===== config.mk =====
export PLATFORM = sky130hd
export DESIGN_NAME = peiu_phy_event_interrupt_unit
export DESIGN_NICKNAME = d
export VERILOG_FILES = /design/src/peiu_pkg.sv /design/src/peiu_phy_event_interrupt_unit.sv
export SDC_FILE = /design/constraint.sdc
export NUM_CORES = 1
export LEC_CHECK = 0
export ABC_CLOCK_PERIOD_IN_PS = 2300
export BUFFER_PORTS_ARGS = -buffer_cell sky130_fd_sc_hd__buf_2
export CAP_MARGIN = 20
export CORE_MARGIN = 4
export CORE_UTILIZATION = 50
export CTS_CLUSTER_DIAMETER = 100
export DETAILED_ROUTE_END_ITERATION = 12
export PLACE_DENSITY = 0.81
export SETUP_SLACK_MARGIN = 0.02
export SYNTH_ARGS = -nofsm -noshare
export SYNTH_HDL_FRONTEND = slang
export SYNTH_SLANG_ARGS = --single-unit

===== constraint.sdc =====
create_clock -name ref_clk -period 2.3 [get_ports ref_clk]
set_clock_uncertainty 0.2 [all_clocks]
set_input_delay 0.23 -clock ref_clk [delete_from_list [all_inputs] [get_ports ref_clk]]
set_output_delay 0.23 -clock ref_clk [all_outputs]
set_load 0.005 [all_outputs]

===== src/peiu_pkg.sv =====
// Package of register map and field positions for the PHY event interrupt unit
package peiu_pkg;
  localparam logic [4:0] CTRL_ADDR = 5'h11;
  localparam logic [4:0] STAT_ADDR = 5'h12;
  localparam int CTRL_OE_BIT = 0;
  localparam int CTRL_GEN_BIT = 1;
  localparam int CTRL_TEST_BIT = 2;
  localparam int NUM_EVENTS = 8;
  localparam int EV_LINKQ = 7;
  localparam int EV_ENERGY = 6;
  localparam int EV_LINK = 5;
  localparam int EV_SPEED = 4;
  localparam int EV_DUPLEX = 3;
  localparam int EV_ANEG = 2;
  localparam int EV_FALSEC = 1;
  localparam int EV_RXERR = 0;
  localparam int CNT_MSB = 7;
  localparam logic [7:0] CNT_MAX = 8'hff;
  localparam logic [7:0] CNT_RESET = 8'h00;
  localparam logic [2:0] CTRL_RESET = 3'h0;
  localparam logic [7:0] EVENT_RESET = 8'h00;
  localparam int SUMMARY_PEND_BIT = 7;
endpackage : peiu_pkg


===== src/peiu_phy_event_interrupt_unit.sv =====
// Event interrupt unit: status latches, enables, counters and shared pin control
// Functional notes
// - Link quality, energy, link, speed, duplex, autoneg, counter-half events
// - Status bits latch regardless of enables
// - Status read returns bits and clears them
// - Event irq needs own and global enable
// - Test bit forces continuous interrupt
// - Control bit 0 selects pin role
// - Control bits 15:3 read zero, ignore writes
// - Status byte order fixed in bits 15:8
// - Enable byte read/write, matches status bit
// - Counter half-full events in bits 9, 8
// - Eight-bit counters saturate at maximum
// - Summary pending flag cleared by status read
`timescale 1ns/10ps
`default_nettype none
module peiu_phy_event_interrupt_unit
  import peiu_pkg::*;
(
  // Clock and reset
  input wire logic ref_clk,
  input wire logic nrst,
  // Management register access
  input wire logic [4:0] regAddr,
  input wire logic regRead,
  input wire logic regWrite,
  input wire logic [15:0] regWrData,
  output logic [15:0] regRdData,
  // Event sources
  input wire logic linkQualityEvent,
  input wire logic energyDetect,
  input wire logic linkStatus,
  input wire logic speedStatus,
  input wire logic duplexStatus,
  input wire logic autonegDone,
  input wire logic falseCarrierPulse,
  input wire logic rxErrorPulse,
  input wire logic falseCarrierClear,
  input wire logic rxErrorClear,
  // Shared power-down or interrupt pin
  input wire logic powerdownOrIrqPinIn,
  output logic powerdownOrIrqPinOut,
  output logic powerdownOrIrqPinOe,
  output logic powerdownRequest,
  // Summary status
  output logic interruptPending
);
  // Register state
  logic [2:0] interruptControl;
  logic [7:0] eventStatus;
  logic [7:0] eventEnable;
  // Event detection
  logic [7:0] eventRaw;
  logic [7:0] next_eventStatus;
  logic [3:0] curLevels;
  logic [3:0] prevLevels;
  logic prevAneg;
  logic anegRise;
  // Error counters, index 1 false carrier and index 0 receive error
  logic [1:0] errPulse;
  logic [1:0] errClear;
  logic [1:0] halfFullRise;
  // Register access decode
  logic ctrlSel;
  logic statSel;
  logic ctrlWr;
  logic statWr;
  logic statRd;
  logic [15:0] ctrlView;
  logic [15:0] statView;
  logic [15:0] next_rdData;
  // Interrupt request
  logic [7:0] maskedStatus;
  logic [7:0] next_maskedStatus;
  logic globalEnable;
  logic testForce;
  logic pinIsIrq;
  logic eventIrq;
  logic irqReq;
  logic next_pending;
  logic next_pdRequest;
  logic [2:0] next_control;
  logic [7:0] next_enable;

  // Register access decode
  assign ctrlSel = (regAddr == CTRL_ADDR);
  assign statSel = (regAddr == STAT_ADDR);
  assign ctrlWr = regWrite && ctrlSel;
  assign statWr = regWrite && statSel;
  assign statRd = regRead && statSel;
  assign next_control = ctrlWr ? regWrData[CTRL_TEST_BIT:CTRL_OE_BIT] : interruptControl;
  assign next_enable = statWr ? regWrData[NUM_EVENTS-1:0] : eventEnable;

  // Level change detectors, duplex at index 0 up to energy detect at index 3
  assign curLevels = {energyDetect, linkStatus, speedStatus, duplexStatus};
  generate
    for (genvar j = 0; j < 4; j++)
    begin : g_level
      assign eventRaw[EV_DUPLEX + j] = curLevels[j] ^ prevLevels[j];
    end
  endgenerate

  // Pulse and rising edge events
  assign anegRise = autonegDone && !prevAneg;
  assign eventRaw[EV_LINKQ] = linkQualityEvent;
  assign eventRaw[EV_ANEG] = anegRise;

  // Saturating error counters, clear beats increment
  assign errPulse = {falseCarrierPulse, rxErrorPulse};
  assign errClear = {falseCarrierClear, rxErrorClear};
  generate
    for (genvar i = 0; i < 2; i++)
    begin : g_counter
      logic [7:0] count;
      logic [7:0] next_count;
      logic lastMsb;
      assign next_count = errClear[i] ? CNT_RESET :
        ((errPulse[i] && (count != CNT_MAX)) ? count + 8'h01 : count);
      assign halfFullRise[i] = count[CNT_MSB] && !lastMsb;
      assign eventRaw[EV_RXERR + i] = halfFullRise[i];
      always_ff @(posedge ref_clk or negedge nrst)
      begin
        if (!nrst)
          count <= CNT_RESET;
        else
          count <= next_count;
      end
      always_ff @(posedge ref_clk or negedge nrst)
      begin
        if (!nrst)
          lastMsb <= 1'b0;
        else
          lastMsb <= count[CNT_MSB];
      end
    end
  endgenerate

  // Status latches, a new event wins over the clear of a read
  assign next_eventStatus = (statRd ? EVENT_RESET : eventStatus) | eventRaw;

  // Interrupt request
  assign globalEnable = interruptControl[CTRL_GEN_BIT];
  assign testForce = interruptControl[CTRL_TEST_BIT];
  assign pinIsIrq = interruptControl[CTRL_OE_BIT];
  assign maskedStatus = eventStatus & eventEnable;
  assign next_maskedStatus = next_eventStatus & eventEnable;
  assign eventIrq = globalEnable && (|maskedStatus);
  assign irqReq = eventIrq || testForce;
  assign next_pending = (globalEnable && (|next_maskedStatus)) || testForce;
  assign next_pdRequest = !pinIsIrq && !powerdownOrIrqPinIn;

  // Read data selection, unmapped addresses read zero
  assign ctrlView = {13'h0000, interruptControl};
  assign statView = {eventStatus, eventEnable};
  assign next_rdData = ctrlSel ? ctrlView : (statSel ? statView : 16'h0000);

  // Control register, only the three defined bits are stored
  always_ff @(posedge ref_clk or negedge nrst)
  begin
    if (!nrst)
      interruptControl <= CTRL_RESET;
    else
      interruptControl <= next_control;
  end

  // Event enables
  always_ff @(posedge ref_clk or negedge nrst)
  begin
    if (!nrst)
      eventEnable <= EVENT_RESET;
    else
      eventEnable <= next_enable;
  end

  // Event status, latched whatever the enables say
  always_ff @(posedge ref_clk or negedge nrst)
  begin
    if (!nrst)
      eventStatus <= EVENT_RESET;
    else
      eventStatus <= next_eventStatus;
  end

  // Previous levels for change and edge detection
  always_ff @(posedge ref_clk or negedge nrst)
  begin
    if (!nrst)
    begin
      prevLevels <= 4'h0;
      prevAneg <= 1'b0;
    end
    else
    begin
      prevLevels <= curLevels;
      prevAneg <= autonegDone;
    end
  end

  // Read data holds until the next read
  always_ff @(posedge ref_clk or negedge nrst)
  begin
    if (!nrst)
      regRdData <= 16'h0000;
    else if (regRead)
      regRdData <= next_rdData;
  end

  // Shared pin direction
  always_ff @(posedge ref_clk or negedge nrst)
  begin
    if (!nrst)
      powerdownOrIrqPinOe <= 1'b0;
    else
      powerdownOrIrqPinOe <= pinIsIrq;
  end

  // Interrupt level on the shared pin, low while asserted
  always_ff @(posedge ref_clk or negedge nrst)
  begin
    if (!nrst)
      powerdownOrIrqPinOut <= 1'b1;
    else
      powerdownOrIrqPinOut <= !irqReq;
  end

  // Power-down request while the pin is an input
  always_ff @(posedge ref_clk or negedge nrst)
  begin
    if (!nrst)
      powerdownRequest <= 1'b0;
    else
      powerdownRequest <= next_pdRequest;
  end

  // Summary pending flag
  always_ff @(posedge ref_clk or negedge nrst)
  begin
    if (!nrst)
      interruptPending <= 1'b0;
    else
      interruptPending <= next_pending;
  end
endmodule : peiu_phy_event_interrupt_unit
`default_nettype wire


==> metrics.md <==
| Metric | Value |
|---|---|
| Status | complete, no violations |
| Post-route ant nets | 0 |
| Final setup viols | 0 |
| Worst-margin pin slew | 0.578 ns |
| Share of layout cells above drive strength 1 | 22.8% |
| Crit Path Category | flop to flop |
| Vias | 1996 |
| Post-synthesis cell type count | 37 |
| Initial antenna violation count | 0 |
| Area leader, netlist | dfrtp_1 |
| Number of buffers created by CTS | 9 |
| Syn_nets | 272 |
| Final Hold Viols | 0 |
| Mean post-synth cell area | 11.2 µm² |
| Unrepaired setup endpoints after global routing | false |
| Setup TNS | 0 ns |
| Fmax | slightly above 0.5 GHz |
| Clk sink count | 62 |
| Startpoint Class | flop |
| Final Max Slew Viols | 0 |
| P per Cell Area | about 750 mW/mm² |
| Routed WL | between 5 and 6 mm |
| Clk slew on worst S/H paths | ~0.070 ns |
| Reg2Reg Setup Slack | between 0.3 and 0.4 ns |
| Num rows | 26 |
| Post-cts sizing count | 0 |
| Pre-antenna DRT Iters | 4 |
| Root Driver | clkbuf_8 |
| Num ports | 56 |
| Grt ovf | 0 |
| Max IR drop VDD | ~0.00038 V |
| Placeable Area | 0.00511 mm² |
| Arr. time, crit path | ~2.0 ns |
| Dpl cell area | about 0.0029 mm² |
| Overall Global Routing Usage | 17.2% |
| Rel. slew slack | 61.2% |
| Largest net degree at the start of global routing | 33 |
| Die X | slightly above 80 µm |
| Initial core utilization | about half |
| PortBufs | 47 |
| Bufs on Longest Clock Path | 2 |
| Tightest Hold Check Type | primary input to flop |
| Postcts setup bufs | 0 |
| DP HPWL | roughly 3.5 mm |
| Tmin final | around 1.9 ns |
| # diodes | 0 |
| Area fraction of the dominant cell type after synthesis | about three fifths |
| Die H | about 80 µm |
| Clk_lat worst skew | between 0.3 and 0.4 ns |
| Area Overhead vs Synth | 27.4% |
| Drt wl/cell | 13.3 µm |
| Critical Path Fanout Max | 8 |
| Full die area | 0.00648 mm² |
| Worst EP required | approximately 2.4 ns |
| Global-route wire length before repair | ~8.5 mm |
| CTS H-tree lvls | 3 |
| Register area share after synthesis | ~59% |
| Static Leak | 1.56 nW |
| GP Congestion | ~0.86 |
| Vias in the first global route | 1921 |
| TritonCTS clock tree | done |
| Mapped Cells | approximately 230 |
| Yosys reg bits | 62 |
| Fin worst setup slack | approximately 0.37 ns |
| DR DRC count | 0 |
| Post-Syn Area | ~0.0026 mm² |
| NumNets Final | about 340 |
| Total Power Consumption | between 2 and 3 mW |
| Finished Cell Area | ~0.0033 mm² |
| Max-cap violations | 0 |
| CP Capture Type | flop |
| Avg Vias per Cell | 5.24 |
| Final cycle utilization of the critical path | a little over four fifths |
| Synth top area cells | dfrtp_1 (58%), mux2_1 (4.7%), xor2_1 (3.3%) |
| Place WS | approximately 0.42 ns |
| Initial DRC count | about 110 |
| Ys Warns | 0 |
| Worst hold margin | 0.0764 ns |
| Number of fill cells | roughly 410 |
-- metal layers --
layer,track usage (%),vias to the layer above,routed length (µm)
met2,27.7,53,2410
met1,21.5,951,2300
met3,4.60,7,313
met5,0,-,0
met4,7.60,0,55
li1,-,985,-
-- cell families after synthesis --
logic type,Yosys count,synth area share [%]
AND/OR/NAND/NOR,67,13.9
buffers and inverters,23,3.47
multiplexers,14,5.85
AO/OA/AOI/OAI,56,13.4
flip-flops,62,59.1
XOR/XNOR,10,3.33
adder cells (fa/ha/maj),2,0.952
-- cell type report --
type,instances,area (µm²),area share (%)
clock buffer,10,138,4.11
timing repair buffer,69,445,13.3
multi-input combinational,149,985,29.4
inverter,15,56.3,1.68
sequential,62,1550,46.4
clock inverter,6,85.1,2.54
tap,70,87.6,2.61
-- critical path: stages, from the launching register on --
cell     delay (ns)
dfrtp_1        0.41
ha_1           0.25
nand3_1        0.13
o21ai_1        0.20
or4_1          0.52
a21oi_1        0.14
-- cells in the final DEF (no fill, tap or decap), types with 2 or more instances in the layout --
| master | n |
|---|---|
| dfrtp_1 | 61 |
| buf_2 | 47 |
| dlygate4sd3_1 | 18 |
| nor2_1 | 17 |
| nand3_1 | 17 |
| o21ai_1 | 17 |
| inv_1 | 15 |
| mux2_1 | 11 |
| xor2_1 | 10 |
| clkbuf_8 | 10 |
| a21oi_1 | 9 |
| a21o_1 | 8 |
| a22oi_1 | 7 |
| nand2_1 | 7 |
| nor2b_1 | 6 |
| nand4_1 | 6 |
| buf_4 | 4 |
| o21ai_0 | 3 |
| or3_1 | 3 |
| o211ai_1 | 3 |
| mux2i_1 | 3 |
| or4_1 | 3 |
| a221oi_1 | 2 |
| and3_1 | 2 |
| o31ai_1 | 2 |
| a211oi_1 | 2 |
| ha_1 | 2 |
| clkinvlp_4 | 2 |
| bufinv_16 | 2 |
| clkinv_2 | 2 |
-- Yosys cell counts --
master,n
inv_1,15
a21oi_1,9
a22oi_1,7
o31ai_1,2
and2_1,1
a221oi_1,2
and3_1,2
xor2_1,10
buf_2,1
nor2b_1,6
buf_4,1
nand2_1,7
nor2_1,17
a221o_1,1
nand4_1,6
a211oi_1,2
or3_1,3
nor3_1,1
mux2_1,11
a31oi_1,1
a21o_1,8
nand3_1,17
or3b_4,1
dfrtp_1,61
dfstp_2,1
or4_1,3
and4_1,1
o21ai_1,17
clkbuf_1,5
a22o_1,1
ha_1,2
o211ai_1,3
mux2i_1,3
nor3b_4,1
buf_1,1
nand2_4,1
o21ai_0,3
-- power breakdown --
part | switching, mW | internal [mW] | total, mW
registers | 0.0680 | 1.17 | 1.24
logic | 0.113 | 0.125 | 0.237
clock network | 0.408 | 0.635 | 1.04
total | 0.588 | 1.93 | 2.52
-- flip-flops by register name, indices dropped and copies added (netlist names) --
| register | flops |
|---|---|
| eventEnable | 8 |
| eventStatus | 8 |
| g_counter.count | 16 |
| g_counter.lastMsb | 2 |
| interruptControl | 3 |
| interruptPending | 1 |
| powerdownOrIrqPinOe | 1 |
| powerdownOrIrqPinOut | 1 |
| powerdownRequest | 1 |
| prevAneg | 1 |
| prevLevels | 4 |
| regRdData | 16 |
-- per-stage QoR --
stage | utilization (%) | instances
detailed placement | 57.7 | 347
CTS | 65.6 | 381
global route | 65.6 | 381
global placement | 57.7 | 347
finish | 65.6 | 381
floorplan | - | 234
-- what timing repair did --
item	in CTS	in global routing
endpoints found under the setup margin	0	0
hold buffers	18	0
hold endpoints to repair	50	0
-- path summary, 6_finish.rpt --
check,startpoint,endpoint,cells past startpoint
min reg2reg,interruptControl[0],powerdownOrIrqPinOe,0
min,falseCarrierPulse,g_counter[1].count[2],4
max reg2reg,g_counter[1].count[0],g_counter[1].count[5],5
min in group asynchronous,nrst,regRdData[2],2
max in group asynchronous,nrst,powerdownOrIrqPinOut,3
max,g_counter[1].count[0],g_counter[1].count[5],5
Power figures use the tool's default switching activity.
